[src/include/hwmon_cfg_pkg.sv]
// Register map, field positions, reset values and timing for the monitor control bank
package hwmon_cfg_pkg;
    localparam int unsigned ADDR_W = 8;
    localparam int unsigned DATA_W = 8;
    // Register offsets
    localparam logic [7:0] OFF_RUN_CONTROL   = 8'h01;
    localparam logic [7:0] OFF_ALARM_STYLE   = 8'h02;
    localparam logic [7:0] OFF_CASE_STATE    = 8'h03;
    localparam logic [7:0] OFF_IRQ_STATUS    = 8'h04;
    localparam logic [7:0] OFF_IRQ_MASK      = 8'h05;
    localparam logic [7:0] OFF_ENABLE        = 8'h30;
    localparam logic [7:0] OFF_BASE_UPPER    = 8'h60;
    localparam logic [7:0] OFF_BASE_LOWER    = 8'h61;
    localparam logic [7:0] OFF_IRQ_CHANNEL   = 8'h70;
    // Field positions
    localparam int unsigned BIT_UNIT_ENABLE  = 0;
    localparam int unsigned BIT_POWER_DOWN   = 2;
    localparam int unsigned BIT_FAN_START    = 1;
    localparam int unsigned BIT_VT_START     = 0;
    localparam int unsigned BIT_TONE_ENABLE  = 6;
    localparam int unsigned BIT_OVH_STYLE_LO = 4;
    localparam int unsigned BIT_WAKE_ENABLE  = 2;
    localparam int unsigned BIT_ALERT_LO     = 0;
    localparam int unsigned BIT_INTRUSION    = 0;
    localparam int unsigned IRQ_CASE_OPEN    = 0;
    localparam int unsigned IRQ_OVERHEAT     = 1;
    localparam int unsigned IRQ_ALERT        = 2;
    localparam int unsigned IRQ_BITS         = 3;
    // Reset values
    localparam logic [7:0] RST_ENABLE        = 8'h01;
    localparam logic [7:0] RST_BASE_UPPER    = 8'h02;
    localparam logic [7:0] RST_BASE_LOWER    = 8'h95;
    localparam logic [3:0] RST_IRQ_CHANNEL   = 4'h0;
    localparam logic [2:0] RST_RUN_CONTROL   = 3'h3;
    localparam logic [7:0] RST_ALARM_STYLE   = 8'h00;
    localparam logic       RST_INTRUSION     = 1'b1;
    localparam logic [2:0] RST_IRQ_MASK      = 3'h0;
    // Output styles
    localparam logic [1:0] STYLE_LEVEL       = 2'h0;
    localparam logic [1:0] STYLE_ALT         = 2'h1;
    localparam logic [1:0] STYLE_LED         = 2'h2;
    localparam logic [1:0] STYLE_BEEP        = 2'h3;
    // Timing
    localparam longint unsigned CLK_HZ       = 200_000_000;
    localparam longint unsigned LED_HZ       = 1;
    localparam longint unsigned TONE_LO_HZ   = 400;
    localparam longint unsigned TONE_HI_HZ   = 800;
    localparam longint unsigned PULSE_NS     = 1000;
    localparam longint unsigned LED_HALF_CYC = CLK_HZ / (2 * LED_HZ);
    localparam longint unsigned TONE_HI_HALF = CLK_HZ / (2 * TONE_HI_HZ);
    localparam longint unsigned PULSE_CYC    = (PULSE_NS * CLK_HZ + 999_999_999) / 1_000_000_000;
endpackage

[src/rtl/hwmon_config_alarm_control.sv]
// Configuration registers and alarm output control of the hardware monitor
`timescale 1ns/1ps
module hwmon_config_alarm_control #(
    parameter longint unsigned LED_HALF_CYC = hwmon_cfg_pkg::LED_HALF_CYC,
    parameter longint unsigned TONE_HALF    = hwmon_cfg_pkg::TONE_HI_HALF,
    parameter longint unsigned PULSE_CYC    = hwmon_cfg_pkg::PULSE_CYC
) (
    input  wire logic       core_clk,
    input  wire logic       sys_rst,
    input  wire logic       vbat_rst,
    input  wire logic [7:0] reg_addr,
    input  wire logic [7:0] reg_wdata,
    input  wire logic       reg_write,
    input  wire logic       reg_read,
    output logic      [7:0] reg_rdata,
    input  wire logic       case_open_pin,
    input  wire logic       overheat_event,
    input  wire logic       alert_event,
    output logic            monitor_unit_enable,
    output logic      [7:0] base_upper_byte,
    output logic      [7:0] base_lower_byte,
    output logic      [3:0] interrupt_channel_field,
    output logic            fan_monitor_run,
    output logic            volt_temp_monitor_run,
    output logic            overheat_out_n,
    output logic            alert_out,
    output logic            beep_out,
    output logic            wake_event_out,
    output logic            irq
);
    localparam int unsigned LED_W  = $clog2(LED_HALF_CYC + 1);
    localparam int unsigned TONE_W = $clog2(2 * TONE_HALF + 1);
    localparam int unsigned PUL_W  = $clog2(PULSE_CYC + 1);

    logic [2:0] run_control;
    logic [7:0] alarm_style;
    logic       intrusion_flag;
    logic [2:0] irq_status;
    logic [2:0] irq_mask;
    logic [1:0] case_sync;
    logic [1:0] ovh_sync;
    logic [1:0] alert_sync;
    logic       case_seen;
    logic       ovh_seen;
    logic [LED_W-1:0]  led_cnt;
    logic              led_phase;
    logic [TONE_W-1:0] tone_cnt;
    logic [TONE_W-1:0] tone_limit;
    logic              tone_phase;
    logic              tone_slow;
    logic [PUL_W-1:0]  pulse_cnt;
    logic              active;
    logic              case_rise;
    logic              ovh_rise;
    logic              intrusion_tone_enable;
    logic              intrusion_wake_enable;
    logic [1:0]        overheat_output_style;
    logic [1:0]        alert_style;
    logic [2:0]        next_irq_status;
    logic              ovh_on;
    logic              alert_on;

    function automatic logic wr_hit(input logic [7:0] off);
        wr_hit = reg_write && (reg_addr == off);
    endfunction

    assign intrusion_tone_enable = alarm_style[hwmon_cfg_pkg::BIT_TONE_ENABLE];
    assign intrusion_wake_enable = alarm_style[hwmon_cfg_pkg::BIT_WAKE_ENABLE];
    assign overheat_output_style = alarm_style[hwmon_cfg_pkg::BIT_OVH_STYLE_LO +: 2];
    assign alert_style           = alarm_style[hwmon_cfg_pkg::BIT_ALERT_LO +: 2];

    // Monitoring runs only when enabled and not powered down
    assign active = monitor_unit_enable
        && !run_control[hwmon_cfg_pkg::BIT_POWER_DOWN];
    assign fan_monitor_run       = active
        && run_control[hwmon_cfg_pkg::BIT_FAN_START];
    assign volt_temp_monitor_run = active
        && run_control[hwmon_cfg_pkg::BIT_VT_START];

    // Pin inputs pass two flops; edges are taken from the second stage
    always_ff @(posedge core_clk or posedge sys_rst) begin
        if (sys_rst) begin
            case_sync  <= 2'h0;
            ovh_sync   <= 2'h0;
            alert_sync <= 2'h0;
            case_seen  <= 1'b0;
            ovh_seen   <= 1'b0;
        end else begin
            case_sync  <= {case_sync[0], case_open_pin};
            ovh_sync   <= {ovh_sync[0], overheat_event};
            alert_sync <= {alert_sync[0], alert_event};
            case_seen  <= case_sync[1];
            ovh_seen   <= ovh_sync[1];
        end
    end
    assign case_rise = case_sync[1] && !case_seen;
    assign ovh_rise  = ovh_sync[1] && !ovh_seen;

    // An event reaches its pin only while monitoring is active
    assign ovh_on   = active && ovh_sync[1];
    assign alert_on = active && alert_sync[1];

    // Logical-device settings
    always_ff @(posedge core_clk or posedge sys_rst) begin
        if (sys_rst) begin
            monitor_unit_enable     <= hwmon_cfg_pkg::RST_ENABLE[0];
            base_upper_byte         <= hwmon_cfg_pkg::RST_BASE_UPPER;
            base_lower_byte         <= hwmon_cfg_pkg::RST_BASE_LOWER;
            interrupt_channel_field <= hwmon_cfg_pkg::RST_IRQ_CHANNEL;
        end else begin
            if (wr_hit(hwmon_cfg_pkg::OFF_ENABLE)) begin
                monitor_unit_enable <= reg_wdata[hwmon_cfg_pkg::BIT_UNIT_ENABLE];
            end
            if (wr_hit(hwmon_cfg_pkg::OFF_BASE_UPPER)) begin
                base_upper_byte <= reg_wdata;
            end
            if (wr_hit(hwmon_cfg_pkg::OFF_BASE_LOWER)) begin
                base_lower_byte <= reg_wdata;
            end
            if (wr_hit(hwmon_cfg_pkg::OFF_IRQ_CHANNEL)) begin
                interrupt_channel_field <= reg_wdata[3:0];
            end
        end
    end

    // Monitor control and output style
    always_ff @(posedge core_clk or posedge sys_rst) begin
        if (sys_rst) begin
            run_control <= hwmon_cfg_pkg::RST_RUN_CONTROL;
            alarm_style <= hwmon_cfg_pkg::RST_ALARM_STYLE;
        end else begin
            if (wr_hit(hwmon_cfg_pkg::OFF_RUN_CONTROL)) begin
                run_control <= reg_wdata[2:0];
            end
            if (wr_hit(hwmon_cfg_pkg::OFF_ALARM_STYLE)) begin
                alarm_style <= reg_wdata;
            end
        end
    end

    // Battery-domain flag: the battery reset and a high case pin set it to one, sys_rst does not; a write of one clears it while the case pin is low
    always_ff @(posedge core_clk or posedge vbat_rst) begin
        if (vbat_rst) begin
            intrusion_flag <= hwmon_cfg_pkg::RST_INTRUSION;
        end else if (case_sync[1]) begin
            intrusion_flag <= 1'b1;
        end else if (wr_hit(hwmon_cfg_pkg::OFF_CASE_STATE)
                     && reg_wdata[hwmon_cfg_pkg::BIT_INTRUSION]) begin
            intrusion_flag <= 1'b0;
        end
    end

    // Interrupt status: set wins over write-one-to-clear
    always_comb begin
        next_irq_status = irq_status;
        if (wr_hit(hwmon_cfg_pkg::OFF_IRQ_STATUS)) begin
            next_irq_status = irq_status & ~reg_wdata[2:0];
        end
        next_irq_status[hwmon_cfg_pkg::IRQ_CASE_OPEN] =
            next_irq_status[hwmon_cfg_pkg::IRQ_CASE_OPEN] | case_rise;
        next_irq_status[hwmon_cfg_pkg::IRQ_OVERHEAT] =
            next_irq_status[hwmon_cfg_pkg::IRQ_OVERHEAT] | ovh_rise;
        next_irq_status[hwmon_cfg_pkg::IRQ_ALERT] =
            next_irq_status[hwmon_cfg_pkg::IRQ_ALERT] | alert_sync[1];
    end

    always_ff @(posedge core_clk or posedge sys_rst) begin
        if (sys_rst) begin
            irq_status <= 3'h0;
            irq_mask   <= hwmon_cfg_pkg::RST_IRQ_MASK;
        end else begin
            irq_status <= next_irq_status;
            if (wr_hit(hwmon_cfg_pkg::OFF_IRQ_MASK)) begin
                irq_mask <= reg_wdata[2:0];
            end
        end
    end

    always_ff @(posedge core_clk or posedge sys_rst) begin
        if (sys_rst) begin
            irq <= 1'b0;
        end else begin
            irq <= monitor_unit_enable && |(irq_status & irq_mask);
        end
    end

    // 1 Hz blink divider
    always_ff @(posedge core_clk or posedge sys_rst) begin
        if (sys_rst) begin
            led_cnt   <= '0;
            led_phase <= 1'b0;
        end else if (led_cnt == LED_W'(LED_HALF_CYC - 1)) begin
            led_cnt   <= '0;
            led_phase <= ~led_phase;
        end else begin
            led_cnt <= led_cnt + 1'b1;
        end
    end

    // Tone alternates 800 Hz and 400 Hz each blink half period
    assign tone_limit = tone_slow ? TONE_W'(2 * TONE_HALF - 1) : TONE_W'(TONE_HALF - 1);
    always_ff @(posedge core_clk or posedge sys_rst) begin
        if (sys_rst) begin
            tone_cnt   <= '0;
            tone_phase <= 1'b0;
            tone_slow  <= 1'b0;
        end else begin
            tone_slow <= led_phase;
            if (tone_cnt >= tone_limit) begin
                tone_cnt   <= '0;
                tone_phase <= ~tone_phase;
            end else begin
                tone_cnt <= tone_cnt + 1'b1;
            end
        end
    end

    // Low pulse on each new overheat event
    always_ff @(posedge core_clk or posedge sys_rst) begin
        if (sys_rst) begin
            pulse_cnt <= '0;
        end else if (ovh_rise) begin
            pulse_cnt <= PUL_W'(PULSE_CYC);
        end else if (pulse_cnt != '0) begin
            pulse_cnt <= pulse_cnt - 1'b1;
        end
    end

    // Alarm pins, registered; idle levels when the monitor is disabled
    always_ff @(posedge core_clk or posedge sys_rst) begin
        if (sys_rst) begin
            overheat_out_n <= 1'b1;
            alert_out      <= 1'b1;
            beep_out       <= 1'b0;
            wake_event_out <= 1'b0;
        end else begin
            case (overheat_output_style)
                hwmon_cfg_pkg::STYLE_LEVEL: begin
                    overheat_out_n <= !ovh_on;
                end
                hwmon_cfg_pkg::STYLE_ALT: begin
                    // Pulse length is fixed; a held event gives one pulse only
                    overheat_out_n <= !(active && pulse_cnt != '0);
                end
                hwmon_cfg_pkg::STYLE_LED: begin
                    overheat_out_n <= !(ovh_on && led_phase);
                end
                default: begin
                    overheat_out_n <= !(ovh_on && tone_phase);
                end
            endcase
            case (alert_style)
                hwmon_cfg_pkg::STYLE_LEVEL: begin
                    alert_out <= !alert_on;
                end
                hwmon_cfg_pkg::STYLE_ALT: begin
                    alert_out <= alert_on;
                end
                hwmon_cfg_pkg::STYLE_LED: begin
                    alert_out <= !(alert_on && led_phase);
                end
                default: begin
                    alert_out <= !(alert_on && tone_phase);
                end
            endcase
            // Beep follows the flag so it sounds until software clears it
            beep_out       <= monitor_unit_enable && intrusion_tone_enable
                              && intrusion_flag && tone_phase;
            wake_event_out <= monitor_unit_enable && intrusion_wake_enable
                              && case_rise;
        end
    end

    // Read data one cycle after the strobe; unmapped reads zero
    always_ff @(posedge core_clk or posedge sys_rst) begin
        if (sys_rst) begin
            reg_rdata <= 8'h00;
        end else if (reg_read) begin
            case (reg_addr)
                hwmon_cfg_pkg::OFF_RUN_CONTROL: reg_rdata <= {5'h00, run_control};
                hwmon_cfg_pkg::OFF_ALARM_STYLE: reg_rdata <= alarm_style;
                hwmon_cfg_pkg::OFF_CASE_STATE:  reg_rdata <= {7'h00, intrusion_flag};
                hwmon_cfg_pkg::OFF_IRQ_STATUS:  reg_rdata <= {5'h00, irq_status};
                hwmon_cfg_pkg::OFF_IRQ_MASK:    reg_rdata <= {5'h00, irq_mask};
                hwmon_cfg_pkg::OFF_ENABLE:      reg_rdata <= {7'h00, monitor_unit_enable};
                hwmon_cfg_pkg::OFF_BASE_UPPER:  reg_rdata <= base_upper_byte;
                hwmon_cfg_pkg::OFF_BASE_LOWER:  reg_rdata <= base_lower_byte;
                hwmon_cfg_pkg::OFF_IRQ_CHANNEL: reg_rdata <= {4'h0, interrupt_channel_field};
                default:                        reg_rdata <= 8'h00;
            endcase
        end else begin
            reg_rdata <= 8'h00;
        end
    end
endmodule

[config.mk]
export PLATFORM = sky130hd
export DESIGN_NAME = hwmon_config_alarm_control
export DESIGN_NICKNAME = d
export VERILOG_FILES = /design/src/include/hwmon_cfg_pkg.sv /design/src/rtl/hwmon_config_alarm_control.sv
export SDC_FILE = /design/constraint.sdc
export NUM_CORES = 1
export LEC_CHECK = 0
export ABC_AREA = 1
export BUFFER_PORTS_ARGS = -buffer_cell sky130_fd_sc_hd__buf_2
export CAP_MARGIN = 20
export CORE_ASPECT_RATIO = 1.4
export CORE_MARGIN = 10
export CORE_UTILIZATION = 55
export DETAILED_ROUTE_END_ITERATION = 10
export PLACE_DENSITY_LB_ADDON = 0.1
export SLEW_MARGIN = 20
export SYNTH_ARGS = -nofsm -noshare
export SYNTH_HDL_FRONTEND = slang
export SYNTH_SLANG_ARGS = --single-unit
[constraint.sdc]
create_clock -name core_clk -period 9.3 [get_ports core_clk]
set_input_delay 1.86 -clock core_clk [delete_from_list [all_inputs] [get_ports core_clk]]
set_output_delay 1.86 -clock core_clk [all_outputs]
set_load 0.02 [all_outputs]
### Yosys cells after proc, flatten, opt, wreduce, memory -nomap -nowiden

Index checks and enable logic that the tools add are counted.

| storage, ports and cells | value |
|---|---|
| flip-flop bits (word level) | 116 |
| bits of input ports | 24 |
| output and inout bits | 36 |
| word-level logic and storage cells | 108 |

| cells by class | value |
|---|---|
| add/subtract/negate cells | 3 |
| $lt $le $gt $ge | 1 |
| equal/unequal tests | 14 |
| mux-type cells | 12 |
| bitwise operators | 8 |
| reduce and logical (&&, ||, !) cells | 44 |

Operator list:

| kind | count |
|---|---|
| $pmux 8 s9 | 1 |
| $mux 18 | 2 |
| $logic_and 1x1->1 | 28 |
| $add 27x1->27 const B | 1 |
| $eq 27x27->1 const B | 1 |
| $mux 27 | 1 |
| $eq 8x7->1 const B | 3 |
| $mux 8 | 3 |
| $add 18x1->18 const B | 1 |
| $ge 18x18->1 | 1 |
| $eq 8x2->1 const B | 2 |
| $eq 8x3->1 const B | 2 |
| $logic_not 1->1 | 10 |
| $eq 8x1->1 const B | 1 |
| $eq 8x6->1 const B | 1 |
| $reduce_bool 8->1 | 1 |
| $sub 8x1->8 const B | 1 |
| $and 3x3->3 | 2 |
| $pmux 1 s3 | 2 |
| $eq 2x1->1 const B | 2 |
| $eq 2x2->1 const B | 2 |
| $logic_not 2->1 | 2 |
| $reduce_bool 2->1 | 2 |
| $mux 3 | 1 |
| other kinds (5) | 9 |

### Logic depth before layout (Yosys ltp)

| logic depth | value |
|---|---|
| depth in word-level cells | 6 |
| depth in mapped cells | 10 |
| gate-level depth less buffers | 10 |

### Least setup slack after synthesis

Ideal clock, no wire load.

| timing | value |
|---|---|
| kind | reg2out |
| start point | register monitor_unit_enable |
| end point | output fan_monitor_run |
| arrival time | 1.259 ns |
| required time | 7.440 ns |
| setup slack | 6.181 ns |
| cell stages (with the launch flop) | 4 |
| path buffers | 0 |
| cells stage by stage | dfstp_2 inv_1 or2_2 nor2_1 |

| on the way | value |
|---|---|
| longest elaborated chain between the ends | 2 |

Ends and longest elaborated chain:

| item | RTL line | source |
|---|---|---|
| start, declared | hwmon_config_alarm_control.sv:19 | `output logic monitor_unit_enable,` |
| start signal, assigned | hwmon_config_alarm_control.sv:106 | `monitor_unit_enable <= hwmon_cfg_pkg::RST_ENABLE[0];` |
| start signal, assigned | hwmon_config_alarm_control.sv:112 | `monitor_unit_enable <= reg_wdata[hwmon_cfg_pkg::BIT_UNIT_ENABLE];` |
| $logic_and 1x1->1 | hwmon_config_alarm_control.sv:74 | `&& !run_control[hwmon_cfg_pkg::BIT_POWER_DOWN];` |
| $logic_and 1x1->1 | hwmon_config_alarm_control.sv:76 | `&& run_control[hwmon_cfg_pkg::BIT_FAN_START];` |
| end, declared | hwmon_config_alarm_control.sv:23 | `output logic fan_monitor_run,` |

Every way passes these cells.

### Final worst setup path

Ends and elaborated chain as after synthesis.

==> metrics.csv <==
stage,metric,value,unit
yosys,Seq cells post-synth,116,
setup_path,CP Max Fanout,6,
detailed_routing,via count,4975,
yosys,Syn Area/Cell,8.24,µm²
die,Die W,108,µm
global_route,Overflow after GRT,0,
setup_path,crit path to,fan_monitor_run,
power,Clock power frac,48.8,%
detailed_routing,DR pass1 iterations,4,
setup_path,FF-to-FF Start,tone_slow$_DFF_PP0_,
finish,Area Overhead vs Synth,16.6,%
setup_path,slowest stage cell on the critical path,dfstp_2,
yosys,"FFs w/ async S/R, synth",100,%
global_route,pin count of the biggest net entering global routing,67,
clock_tree,CTS Buf Count,17,
detailed_routing,initial DRC count,237,
yosys,Post-synth EDFFs,0,
finish,ant diodes,0,
detailed_routing,mean routed wirelength per cell,14.6,µm
yosys,Synth cell types,38,
power,Reg power frac,43.0,%
clock_tree,clock tree buffer depth,2,
setup_path,R2R depth,8,
timing,clock skew,0.00825,ns
placed_design,Final HPWL DP,10200,µm
setup_path,worst-path cell chain,inv_1 > or2_2 > nor2_1 > buf_2,
placed_design,routability cong.,0.945,
timing,Final Critical Period,3.57,ns
run_status,status,"finished, final reports clean",
clock_tree,clock root cell,clkbuf_16,
die,Rows,44,
clock_tree,worst skew pair latency,0.41,ns
detailed_routing,Post-DRT Antenna Nets,0,
setup_path,RR Endpoint,tone_cnt[15]$_DFF_PP0_,
power,P_leak,3.48,nW
setup_path,crit-path max cell delay,0.61,ns
setup_path,r2r setup slk,7.44,ns
die,# IOs,60,
clock_tree,CTS resizes,0,
min_path,class of the worst hold path,register to register,
clock_tree,Post-CTS Setup Repair Bufs,0,
timing,RSZ-0062 raised after global routing,no,
clock_tree,CTS Sinks,116,
min_path,Hold Startpoint,ovh_sync[0]$_DFF_PP0_,
timing,Max Clock Freq,280,MHz
die,Die ar.,15400,µm²
clock_tree,CTS tree,built,
yosys,"Warnings, synthesis",0,
clock_tree,clk slew on worst S/H paths,0.06,ns
clock_tree,hold buffers post-CTS,0,
detailed_routing,final WL,13800,µm
timing,Slew Limit Fails,0,
power,PwrDens,186,nW/µm²
yosys,Post-synth top cells,"nand2_1, dfrtp_1, nor2_1",
power,Comb pwr share,8.2,%
timing,"Hold Vio Cnt, Final",0,
yosys,register area share after synthesis,49.1,%
yosys,"area leader, netlist",dfrtp_1,
global_route,initial antenna violation count,0,
power,Internal,0.941,mW
yosys,top-area cell type share of the netlist area,44.2,%
yosys,Mapped Area,5950,µm²
power,Switching Share,26.9,%
yosys,"count leader, synth",nand2_1,
timing,Final Cycle Share,38.3,%
global_route,vias in the first global route,4984,
power,Max IR drop VDD,0.000152,V
yosys,Mapped Cells,722,
die,initial core utilization,56.8,%
setup_path,WP data arrival,1.71,ns
timing,worst hold slack,0.351,ns
finish,fraction of layout cells with a size suffix above 1,18.7,%
placed_design,IO buf count,59,
setup_path,CP endpoint kind,output port,
timing,Worst-Margin Slew,0.800,ns
detailed_routing,Residual DRC,0,
timing,setup total negative slack,0,ns
yosys,main area contributors after synthesis,"dfrtp_1, nand2_1, nor2_1, inv_1, dfstp_2",
global_route,first-pass GRT wire length,23500,µm
run,max-cap viol count,0,
clock_tree,htree depth,4,
timing,final setup vio count,0,
setup_path,Startpoint Class,register,
power,Psw,0.346,mW
detailed_routing,Vias/cell,5.26,
global_route,GR Util All Layers,18.9,%
yosys,"Top FF cell, synth",dfrtp_1,
die,Core Area,10500,µm²
die,die height,143,µm
timing,max_slew headroom,46.7,%
setup_path,critical path type,register to output port,
finish,Total Nets Final,830,
setup_path,Setup crit start,monitor_unit_enable$_DFFE_PP1P_,
setup_path,Critical Path RT,7.44,ns
yosys,Mapped Nets,757,
## area by class of cell
| cell class | instances | area [µm²] |
|---|---|---|
| well taps | 138 | 173 |
| multi-input cells | 503 | 2600 |
| repair buffers | 60 | 303 |
| fillers | 901 | 3530 |
| clock buffers | 17 | 425 |
| clock inverters | 15 | 146 |
| flip-flops and latches | 116 | 2920 |
| inverters | 97 | 368 |
## worst min-delay path by stage
stage / endpoint / depth (start not counted)
after floorplan: alert_sync[1]$_DFF_PP0_ / 0
after global placement: case_sync[1]$_DFF_PP0_ / 0
after detailed placement: case_sync[1]$_DFF_PP0_ / 0
after CTS: case_sync[1]$_DFF_PP0_ / 0
after global routing: ovh_sync[1]$_DFF_PP0_ / 0
final: ovh_sync[1]$_DFF_PP0_ / 0
## kinds of logic (layout without fill, tap and decap cells)
| logic type | after synthesis | count (layout) | synth area share [%] |
|---|---|---|---|
| compound gates | 74 | 74 | 7.79 |
| fa+ha+maj | 11 | 11 | 2.31 |
| flops | 116 | 116 | 49.1 |
| xor+xnor | 30 | 30 | 4.42 |
| simple gates | 388 | 388 | 29.2 |
| buf+inv | 103 | 189 | 7.22 |
## power groups by stage
stage	Combinational, mW	Sequential, mW	Clock [mW]
5_1_grt	0.121	0.556	0.662
2_1_floorplan	0.0648	0.565	0
6_report	0.106	0.553	0.628
3_5_place_dp	0.107	0.561	0
4_1_cts	0.107	0.553	0.632
3_3_place_gp	0.103	0.560	0
## state kept, by name, summed over array words and instances, names as in the netlist, 4 cells and up
signal and count:
base_upper_byte 8, base_lower_byte 8, pulse_cnt 8, interrupt_channel_field 4, tone_cnt 18, alarm_style 8, led_cnt 27, reg_rdata 8
## critical path, delay by kind of cell (launching register included)
family | cells | cell delay [ns]
buffers and inverters | 2 | 0.24
DFF | 1 | 0.61
and+or+nand+nor | 2 | 0.44
## through the flow
step	std cells	power, mW	utilization (%)	cell area, µm²	setup WS [ns]
after floorplan	722	0.630	-	5950	4.41
after detailed placement	914	0.668	60.8	6360	6.04
final	946	1.29	66.3	6930	5.73
after CTS	946	1.29	66.3	6930	5.74
after global routing	946	1.34	66.3	6930	5.67
after global placement	914	0.663	60.8	6360	6.08
## metal layers
metal	GRT usage (%)	wire, µm	up-vias	share of wire (%)
met5	0	0	-	0
met4	6.35	252	0	1.8
met3	4.82	646	28	4.7
met2	32.1	7000	121	51
met1	22.5	5870	2375	43
li1	-	-	2451	-
## cells in the final DEF (no fill, tap or decap), types with 7 or more instances in the layout
master,netlist,routed
dfrtp_1,105,105
ha_1,11,11
a21oi_1,11,11
dfstp_2,11,11
clkbuf_16,0,17
o21ai_0,30,30
nand4_1,8,8
buf_2,0,59
nand3_1,57,57
inv_1,92,91
nor2_1,102,102
o21ai_2,16,16
nand2_1,168,168
inv_6,0,7
xor2_1,25,25
nor3_1,21,21
No activity file was read; power rests on OpenSTA's default activity.
